## config.mk

```make
export PLATFORM = sky130hd
export DESIGN_NAME = output_limit_command_regs
export DESIGN_NICKNAME = d
export VERILOG_FILES = /design/src/include/limit_cmd_pkg.sv /design/src/core/output_limit_command_regs.sv /design/src/core/output_guard.sv
export SDC_FILE = /design/constraint.sdc
export NUM_CORES = 1
export LEC_CHECK = 0
export ABC_AREA = 1
export CORE_ASPECT_RATIO = 0.8
export CORE_MARGIN = 8
export CORE_UTILIZATION = 45
export CTS_CLUSTER_SIZE = 24
export DETAILED_ROUTE_END_ITERATION = 10
export DONT_BUFFER_PORTS = 1
export HOLD_SLACK_MARGIN = 0.05
export SYNTH_ARGS = -nofsm -noshare
export SYNTH_HDL_FRONTEND = slang
export SYNTH_SLANG_ARGS = --single-unit
```

## constraint.sdc

```tcl
create_clock -name CLK -period 3.7 [get_ports CLK]
set_input_delay 0.555 -clock CLK [delete_from_list [all_inputs] [get_ports CLK]]
set_output_delay 0.555 -clock CLK [all_outputs]
set_load 0.05 [all_outputs]
```

## src/include/limit_cmd_pkg.sv

```systemverilog
/*
  Package for the paged output limit command bank: command codes,
  reset values, scaling figures and the carrier structs.
  Assumes a command engine that hands over whole decoded transfers.
*/
package limit_cmd_pkg;

  // ==========================================================
  // Command codes
  localparam logic [7:0] CMD_OUT_MAX     = 8'h24;
  localparam logic [7:0] CMD_DROOP       = 8'h28;
  localparam logic [7:0] CMD_OUT_MIN     = 8'h2B;
  localparam logic [7:0] CMD_OV_LIMIT    = 8'h40;
  localparam logic [7:0] CMD_UV_LIMIT    = 8'h44;
  localparam logic [7:0] CMD_OT_FAULT    = 8'h4F;
  localparam logic [7:0] CMD_OT_WARN     = 8'h51;
  localparam logic [7:0] CMD_COMMIT      = 8'hD8;

  // ==========================================================
  // Reset values
  localparam logic [15:0] OUT_MAX_RST    = 16'h08FC;
  localparam logic [15:0] DROOP_RST      = 16'h0000;
  localparam logic [15:0] OUT_MIN_RST    = 16'h0000;
  localparam logic [15:0] OV_LIMIT_RST   = 16'h076C;
  localparam logic [15:0] UV_LIMIT_RST   = 16'h0000;
  localparam logic [15:0] OT_FAULT_RST   = 16'h007D;
  localparam logic [15:0] OT_WARN_RST    = 16'h07D0;

  // ==========================================================
  // Scaling and ranges
  localparam logic [19:0] DROOP_SCALE    = 20'h0000A;
  localparam logic [15:0] TEMP_LIMIT_MAX = 16'h07D0;
  localparam logic [1:0]  PAYLOAD_BYTES  = 2'h2;

  // ==========================================================
  // Types
  typedef enum logic [2:0] {
    F_OUT_MAX, F_DROOP, F_OUT_MIN, F_OV, F_UV, F_OT_FAULT, F_OT_WARN, F_NONE
  } field_e;

  typedef struct packed {
    logic [15:0] out_max;
    logic [15:0] droop;
    logic [15:0] out_min;
    logic [15:0] ov_limit;
    logic [15:0] uv_limit;
    logic [15:0] ot_fault;
    logic [15:0] ot_warn;
  } page_regs_s;

  typedef struct packed {
    logic        wr;
    logic        rd;
    logic [7:0]  cmd;
    logic [1:0]  nbytes;
    logic [15:0] wdata;
  } bus_req_s;

  typedef struct packed {
    logic        ack;
    logic        err;
    logic [15:0] rdata;
  } bus_rsp_s;

  typedef struct packed {
    logic        enabled;
    logic        ramping;
    logic [15:0] vout_sense;
    logic [15:0] req_target;
  } rail_in_s;

  typedef struct packed {
    logic [15:0] target;
    logic [19:0] droop_uva;
    logic        ov_fault;
    logic        uv_fault;
    logic        ot_fault;
    logic        ot_warn;
  } rail_out_s;

endpackage

```

## src/core/output_limit_command_regs.sv

```systemverilog
/*
  Paged output limit command bank with warning side effects.
  Assumes a command engine on CLK hands over one whole transfer per
  cycle and that PAGE and the sensed values are on the same clock.
*/
// How it works
// - Droop code times ten gives microvolts per ampere; resets to zero.
// - Droop and overvoltage writes act only after the commit command.
// - Output target is never driven below the minimum target register.
// - Overvoltage threshold, reset 1900 mV, trips the overvoltage fault.
// - Undervoltage fault is masked while ramping or disabled.
// - Stage over-temperature fault limit is signed Celsius, resets to 125.
// - Any temperature above warning limit sets flags, alert and warning pins.
// - Warning limit is signed Celsius, resets to 2000, accepts 0 to 2000.
// - Each limit is paged and moves exactly two data bytes.
// - Target exceeds maximum target only when minimum is above it; maximum also bounds min, OV and UV writes.
`timescale 1ns/1ps

module output_limit_command_regs
  import limit_cmd_pkg::*;
#(
  parameter int NPAGE = 2,
  parameter int NTEMP = 2
) (
  input  wire logic                                  CLK,
  input  wire logic                                  NRST,
  input  wire logic [$clog2(NPAGE)-1:0]              PAGE,
  input  wire bus_req_s                              BUS_REQ,
  output bus_rsp_s                                   BUS_RSP,
  input  wire rail_in_s [NPAGE-1:0]                  RAIL_IN,
  input  wire logic [NPAGE-1:0][NTEMP-1:0][15:0]     TEMP_SENSE,
  input  wire logic                                  WARN_CLEAR,
  output rail_out_s [NPAGE-1:0]                      RAIL_OUT,
  output logic                                       STATUS_TEMP,
  output logic                                       BUS_ALERT_PIN_O,
  output logic                                       BUS_ALERT_PIN_OE,
  output logic                                       THERMAL_WARNING_PIN_O,
  output logic                                       THERMAL_WARNING_PIN_OE
);

  // ==========================================================
  // State
  typedef struct packed {
    page_regs_s [NPAGE-1:0]   regs;
    logic [NPAGE-1:0][15:0]   act_ov;
    rail_out_s [NPAGE-1:0]    out;
    bus_rsp_s                 rsp;
  } state_s;

  state_s                     q;
  state_s                     d;
  field_e                     fld;
  logic                       commit;
  logic [NPAGE-1:0][15:0]     g_target;
  logic [NPAGE-1:0]           g_ov;
  logic [NPAGE-1:0]           g_uv;
  logic [NPAGE-1:0]           g_otf;
  logic [NPAGE-1:0]           g_otw;

  // ==========================================================
  // Decode and field access
  function automatic field_e field_of(input logic [7:0] cmd);
    unique case (cmd)
      CMD_OUT_MAX:  field_of = F_OUT_MAX;
      CMD_DROOP:    field_of = F_DROOP;
      CMD_OUT_MIN:  field_of = F_OUT_MIN;
      CMD_OV_LIMIT: field_of = F_OV;
      CMD_UV_LIMIT: field_of = F_UV;
      CMD_OT_FAULT: field_of = F_OT_FAULT;
      CMD_OT_WARN:  field_of = F_OT_WARN;
      default:      field_of = F_NONE;
    endcase
  endfunction

  function automatic logic [15:0] get_field(input page_regs_s r, input field_e f);
    unique case (f)
      F_OUT_MAX:  get_field = r.out_max;
      F_DROOP:    get_field = r.droop;
      F_OUT_MIN:  get_field = r.out_min;
      F_OV:       get_field = r.ov_limit;
      F_UV:       get_field = r.uv_limit;
      F_OT_FAULT: get_field = r.ot_fault;
      F_OT_WARN:  get_field = r.ot_warn;
      F_NONE:     get_field = 16'h0000;
    endcase
  endfunction

  function automatic page_regs_s set_field(input page_regs_s r, input field_e f,
                                           input logic [15:0] v);
    set_field = r;
    unique case (f)
      F_OUT_MAX:  set_field.out_max = v;
      F_DROOP:    set_field.droop = v;
      F_OUT_MIN:  set_field.out_min = v;
      F_OV:       set_field.ov_limit = v;
      F_UV:       set_field.uv_limit = v;
      F_OT_FAULT: set_field.ot_fault = v;
      F_OT_WARN:  set_field.ot_warn = v;
      F_NONE:     set_field = r;
    endcase
  endfunction

  // Out of range values are refused rather than stored
  function automatic logic value_ok(input page_regs_s r, input field_e f,
                                    input logic [15:0] v);
    unique case (f)
      F_OUT_MIN, F_OV, F_UV:  value_ok = (v <= r.out_max);
      F_OT_FAULT, F_OT_WARN:  value_ok = !v[15] && (v <= TEMP_LIMIT_MAX);
      F_OUT_MAX, F_DROOP:     value_ok = 1'b1;
      F_NONE:                 value_ok = 1'b0;
    endcase
  endfunction

  // ==========================================================
  // Per-output guards
  for (genvar p = 0; p < NPAGE; p++) begin : g_rail
    output_guard #(
      .NTEMP (NTEMP)
    ) u_guard (
      .lim     (q.regs[p]),
      .act_ov  (q.act_ov[p]),
      .rail    (RAIL_IN[p]),
      .temps   (TEMP_SENSE[p]),
      .target  (g_target[p]),
      .ov_hit  (g_ov[p]),
      .uv_hit  (g_uv[p]),
      .otf_hit (g_otf[p]),
      .otw_hit (g_otw[p])
    );
  end

  // ==========================================================
  // Next state
  always_comb begin
    d = q;
    d.rsp = '0;
    commit = 1'b0;
    fld = field_of(BUS_REQ.cmd);
    if (BUS_REQ.wr) begin
      d.rsp.ack = 1'b1;
      if (BUS_REQ.cmd == CMD_COMMIT && BUS_REQ.nbytes == 2'h0) begin
        commit = 1'b1;
      end else if (fld == F_NONE || BUS_REQ.nbytes != PAYLOAD_BYTES ||
                   !value_ok(q.regs[PAGE], fld, BUS_REQ.wdata)) begin
        d.rsp.err = 1'b1;
      end else begin
        d.regs[PAGE] = set_field(q.regs[PAGE], fld, BUS_REQ.wdata);
      end
    end else if (BUS_REQ.rd) begin
      d.rsp.ack = 1'b1;
      if (fld == F_NONE || BUS_REQ.nbytes != PAYLOAD_BYTES) begin
        d.rsp.err = 1'b1;
      end else begin
        d.rsp.rdata = get_field(q.regs[PAGE], fld);
      end
    end
    for (int p = 0; p < NPAGE; p++) begin
      if (commit) begin
        // Shadow copies keep a half-written pair from reaching the loop
        d.act_ov[p] = q.regs[p].ov_limit;
        d.out[p].droop_uva = 20'(q.regs[p].droop) * DROOP_SCALE;
      end
      d.out[p].target = g_target[p];
      d.out[p].ov_fault = g_ov[p];
      d.out[p].uv_fault = g_uv[p];
      d.out[p].ot_fault = g_otf[p];
      // Sticky; a new crossing beats a clear in the same cycle
      d.out[p].ot_warn = g_otw[p] | (q.out[p].ot_warn & ~WARN_CLEAR);
    end
    if (!NRST) begin
      d = '0;
      for (int p = 0; p < NPAGE; p++) begin
        d.regs[p].out_max = OUT_MAX_RST;
        d.regs[p].droop = DROOP_RST;
        d.regs[p].out_min = OUT_MIN_RST;
        d.regs[p].ov_limit = OV_LIMIT_RST;
        d.regs[p].uv_limit = UV_LIMIT_RST;
        d.regs[p].ot_fault = OT_FAULT_RST;
        d.regs[p].ot_warn = OT_WARN_RST;
        d.act_ov[p] = OV_LIMIT_RST;
      end
    end
  end

  always_ff @(posedge CLK) begin
    q <= d;
  end

  // ==========================================================
  // Outputs
  always_comb begin
    BUS_RSP = q.rsp;
    RAIL_OUT = q.out;
    STATUS_TEMP = 1'b0;
    for (int p = 0; p < NPAGE; p++) begin
      STATUS_TEMP = STATUS_TEMP | q.out[p].ot_warn;
    end
    // Open-drain, active low: pull low while a warning stands
    BUS_ALERT_PIN_O = 1'b0;
    BUS_ALERT_PIN_OE = STATUS_TEMP;
    THERMAL_WARNING_PIN_O = 1'b0;
    THERMAL_WARNING_PIN_OE = STATUS_TEMP;
  end

  logic wr_ok;
  assign wr_ok = BUS_REQ.wr && field_of(BUS_REQ.cmd) != F_NONE && BUS_REQ.nbytes == PAYLOAD_BYTES;
endmodule

```

## src/core/output_guard.sv

```systemverilog
/*
  Per-output limit guard: clamps the requested target between the
  floor and ceiling and compares sensed values against the limits.
  Purely combinational; the caller registers every result.
*/
`timescale 1ns/1ps

module output_guard
  import limit_cmd_pkg::*;
#(
  parameter int NTEMP = 2
) (
  input  wire page_regs_s              lim,
  input  wire logic [15:0]             act_ov,
  input  wire rail_in_s                rail,
  input  wire logic [NTEMP-1:0][15:0]  temps,
  output logic [15:0]                  target,
  output logic                         ov_hit,
  output logic                         uv_hit,
  output logic                         otf_hit,
  output logic                         otw_hit
);

  logic [15:0] ceil_v;

  // ==========================================================
  // Clamp and compare
  always_comb begin
    // Ceiling first, floor last, so the floor wins a crossed pair
    ceil_v = (rail.req_target > lim.out_max) ? lim.out_max : rail.req_target;
    target = (ceil_v < lim.out_min) ? lim.out_min : ceil_v;
    ov_hit = rail.vout_sense > act_ov;
    // Ramping or disabled outputs would trip falsely
    uv_hit = rail.enabled && !rail.ramping && (rail.vout_sense < lim.uv_limit);
    otf_hit = 1'b0;
    otw_hit = 1'b0;
    for (int i = 0; i < NTEMP; i++) begin
      if ($signed(temps[i]) > $signed(lim.ot_fault)) begin
        otf_hit = 1'b1;
      end
      if ($signed(temps[i]) > $signed(lim.ot_warn)) begin
        otw_hit = 1'b1;
      end
    end
  end

endmodule

```

==> qor.json <==
{
  "mostFrequentLayoutCells": {"value": "sky130_fd_sc_hd__nand2_1, sky130_fd_sc_hd__inv_1, sky130_fd_sc_hd__o21ai_0, sky130_fd_sc_hd__dfxtp_1, sky130_fd_sc_hd__ha_1"},
  "finalSetupTns": {"value": 0, "unit": "ns"},
  "grt_use_total": {"value": 25.99, "unit": "%"},
  "tritoncts": {"value": "done"},
  "hold_viol_final": {"value": 0},
  "synth_edf_count": {"value": 0},
  "min_path_type": {"value": "in -> reg"},
  "final-instance-count-excl-fill": {"value": 4253},
  "cts.htree.levels": {"value": 2},
  "initial_core_util": {"value": 45.37, "unit": "%"},
  "area.growth.synth_to_final": {"value": 9.444, "unit": "%"},
  "timing.final.crit_share": {"value": 92.14, "unit": "%"},
  "clk_root_buffer_cell": {"value": "sky130_fd_sc_hd__clkbuf_16"},
  "synth.lib_cells_used.distinct": {"value": 50},
  "grt_start_max_net_pins": {"value": 293},
  "dominantRegCellSynth": {"value": "sky130_fd_sc_hd__dfxtp_1"},
  "clk_skew": {"value": 0.02005, "unit": "ns"},
  "async_reset_ff_share": {"value": 0, "unit": "%"},
  "vias_per_std_cell": {"value": 5.349},
  "first_pass_iters": {"value": 5},
  "finalMaxSlewViolations": {"value": 0},
  "drt-initial-drc-count": {"value": 2120},
  "critical_path.max_fanout": {"value": 16},
  "leakage": {"value": 12.78, "unit": "nW"},
  "crit_path_start_kind": {"value": "flip-flop"},
  "endpoint_kind": {"value": "flip-flop"},
  "die_height": {"value": 224.2, "unit": "µm"},
  "max_cap_violations": {"value": 0},
  "post-route-drc-count": {"value": 0},
  "pin_count": {"value": 267},
  "synth-seq-area-share": {"value": 28.91, "unit": "%"},
  "post-route-min-period": {"value": 3.409, "unit": "ns"},
  "antenna_violating_nets_post_route": {"value": 0},
  "gr-total-overflow": {"value": 0},
  "synthesized_area_divided_by_synthesized_cell_count": {"value": 6.815, "unit": "µm²"},
  "ratio_of_cells_with_drive_above_1_in_the_final_layout": {"value": 4.816, "unit": "%"},
  "unrepaired_setup_endpoints_after_global_routing": {"value": "no"},
  "outcome": {"value": "complete, no violations"},
  "setup.worst_path.class": {"value": "reg -> reg"},
  "port_buffers": {"value": 0},
  "numClockSinks": {"value": 352},
  "mostFrequentLayoutCell": {"value": "sky130_fd_sc_hd__nand2_1"},
  "ys_seq_elements": {"value": 352},
  "maximum_root_to_sink_buffer_count": {"value": 3},
  "floorplan.die.width": {"value": 276.2, "unit": "µm"},
  "vdd.ir_drop.worst": {"value": 306.3, "unit": "µV"},
  "gp_routability_congestion": {"value": 0.9038},
  "via_count": {"value": 22750},
  "post-route-util": {"value": 49.66, "unit": "%"},
  "placed_cells_incl_taps": {"value": 4175},
  "clock_insertion_delay_worst_skew": {"value": 0.59, "unit": "ns"},
  "slew-limit-headroom": {"value": 29.20, "unit": "%"},
  "via_count_of_the_first_global_routing_pass": {"value": 20410},
  "crit_required": {"value": 4.15, "unit": "ns"},
  "synthesis.area": {"value": 24380, "unit": "µm²"},
  "antenna-diode-count": {"value": 0},
  "synthCells": {"value": 3577},
  "grt_antenna_before_repair": {"value": 1},
  "report.final.setup_viol": {"value": 0},
  "placeableCoreArea": {"value": 53730, "unit": "µm²"},
  "dieArea": {"value": 61920, "unit": "µm²"},
  "worstPathArrival": {"value": 3.86, "unit": "ns"},
  "layout.nets": {"value": 4010},
  "num_rows": {"value": 76},
  "yosysWarningCount": {"value": 0},
  "clock.fmax": {"value": 293.3, "unit": "MHz"},
  "drt-total-wl": {"value": 84.13, "unit": "mm"},
  "routedWlPerCell": {"value": 19.78, "unit": "µm"},
  "clk_pin_slew": {"value": 0.06, "unit": "ns"},
  "post-dp-hpwl": {"value": 63.67, "unit": "mm"},
  "global_route_wire_length_before_repair": {"value": 126.0, "unit": "mm"},
  "cts-buffers-inserted": {"value": 43},
  "power_per_cell_area": {"value": 361.5, "unit": "nW/µm²"},
  "timing_worst_slew_pin_value": {"value": 1.062, "unit": "ns"}
}
## stage by stage
step | cell area [µm²] | setup slack, ns | power (mW) | hold WS, ns
2_1_floorplan | 24390 | 0.09631 | 4.786 | 0.4331
3_3_place_gp | 25060 | 0.2075 | 4.949 | 0.4547
3_5_place_dp | 25060 | 0.1626 | 4.953 | 0.4615
4_1_cts | 26620 | 0.2709 | 9.667 | 0.05595
5_1_grt | 26680 | 0.01577 | 9.984 | 0.07206
6_report | 26680 | 0.2908 | 9.646 | 0.08944
## cell type report
type | count | area, µm²
tap | 702 | 878.3
clock buffer | 55 | 1212
inverter | 554 | 2079
multi-input combinational | 2495 | 14420
fill | 5452 | 27050
timing repair buffer | 74 | 688.2
clock inverter | 21 | 351.6
sequential | 352 | 7047
## cells in the mapped netlist (12+ instances only)
cell	count	area share [%]
sky130_fd_sc_hd__nand2_1	730	11
sky130_fd_sc_hd__a22o_1	14	0.50
sky130_fd_sc_hd__buf_6	22	1.0
sky130_fd_sc_hd__a21oi_1	227	4.7
sky130_fd_sc_hd__clkbuf_1	128	2.0
sky130_fd_sc_hd__nor2_1	292	4.5
sky130_fd_sc_hd__a211oi_1	35	1.1
sky130_fd_sc_hd__xor2_1	13	0.47
sky130_fd_sc_hd__o211ai_1	25	0.77
sky130_fd_sc_hd__a221oi_1	15	0.54
sky130_fd_sc_hd__dfxtp_1	352	29
sky130_fd_sc_hd__o21ai_0	448	9.2
sky130_fd_sc_hd__inv_1	546	8.4
sky130_fd_sc_hd__nand3_1	81	1.7
sky130_fd_sc_hd__o21bai_1	13	0.40
sky130_fd_sc_hd__ha_1	324	17
sky130_fd_sc_hd__a31oi_1	12	0.31
sky130_fd_sc_hd__buf_1	13	0.20
sky130_fd_sc_hd__nor4_1	12	0.31
sky130_fd_sc_hd__nand4_1	53	1.4
sky130_fd_sc_hd__nor3_1	26	0.53
sky130_fd_sc_hd__o21ai_1	101	2.1
## routing by layer
layer,track usage (%),vias up,routed length (µm)
met3,8.496,96,8863
met2,37.65,765,34120
li1,-,11670,-
met4,6.537,2,1872
met5,0.5431,-,48
met1,36.71,10220,39230
## kinds of logic after synthesis
| logic type | Yosys count | share of synthesized area (%) |
|---|---|---|
| buffers and inverters | 733 | 12.13 |
| AO/OA/AOI/OAI | 935 | 21.07 |
| adder cells (fa/ha/maj) | 326 | 16.79 |
| AND/OR/NAND/NOR | 1208 | 20.29 |
| flip-flops | 352 | 28.91 |
| XOR/XNOR | 22 | 0.7904 |
| other | 1 | 0.01538 |
## worst max-delay path, cell delays in order, from the launching register on
cell and delay, ns:
sky130_fd_sc_hd__dfxtp_1 0.35, sky130_fd_sc_hd__inv_1 0.10, sky130_fd_sc_hd__ha_1 0.33, sky130_fd_sc_hd__nand4_1 0.12
sky130_fd_sc_hd__nor3_2 0.15, sky130_fd_sc_hd__nand2_1 0.07, sky130_fd_sc_hd__nand2_1 0.13, sky130_fd_sc_hd__nand2_4 0.10
sky130_fd_sc_hd__buf_4 0.18, sky130_fd_sc_hd__o21ai_0 0.29, sky130_fd_sc_hd__ha_1 0.35, sky130_fd_sc_hd__nand4_1 0.14
sky130_fd_sc_hd__a31oi_1 0.08, sky130_fd_sc_hd__a2111oi_4 0.35, sky130_fd_sc_hd__bufbuf_16 0.34, sky130_fd_sc_hd__nand3_1 0.08
sky130_fd_sc_hd__nand2_1 0.07, sky130_fd_sc_hd__nor2_1 0.05
## power by group
group	total [mW]	internal (mW)	switching (mW)
sequential	4.07	3.85	0.229
combinational	0.825	0.332	0.493
clock	4.75	2.94	1.80
total	9.65	7.12	2.53
## repair_timing
item	in CTS	in global routing
hold buffers	0	0
setup buffers	0	1
gates resized for setup	0	7
setup endpoints to repair	0	16
## final timing paths
path / to / slack, ns / from / cells past startpoint
max reg2reg: RAIL_OUT[34] / 0.29 / q[237] / 17
max: RAIL_OUT[34] / 0.29 / q[237] / 17
min: RAIL_OUT[45] / 0.09 / BUS_REQ[27] / 1
min reg2reg: q[109] / 0.46 / q[109] / 2
## registers in the layout, summed over array words and instances (netlist names)
signal    count
RAIL_OUT     78
q           256
BUS_RSP      18
(Power assumes the default switching activity.)
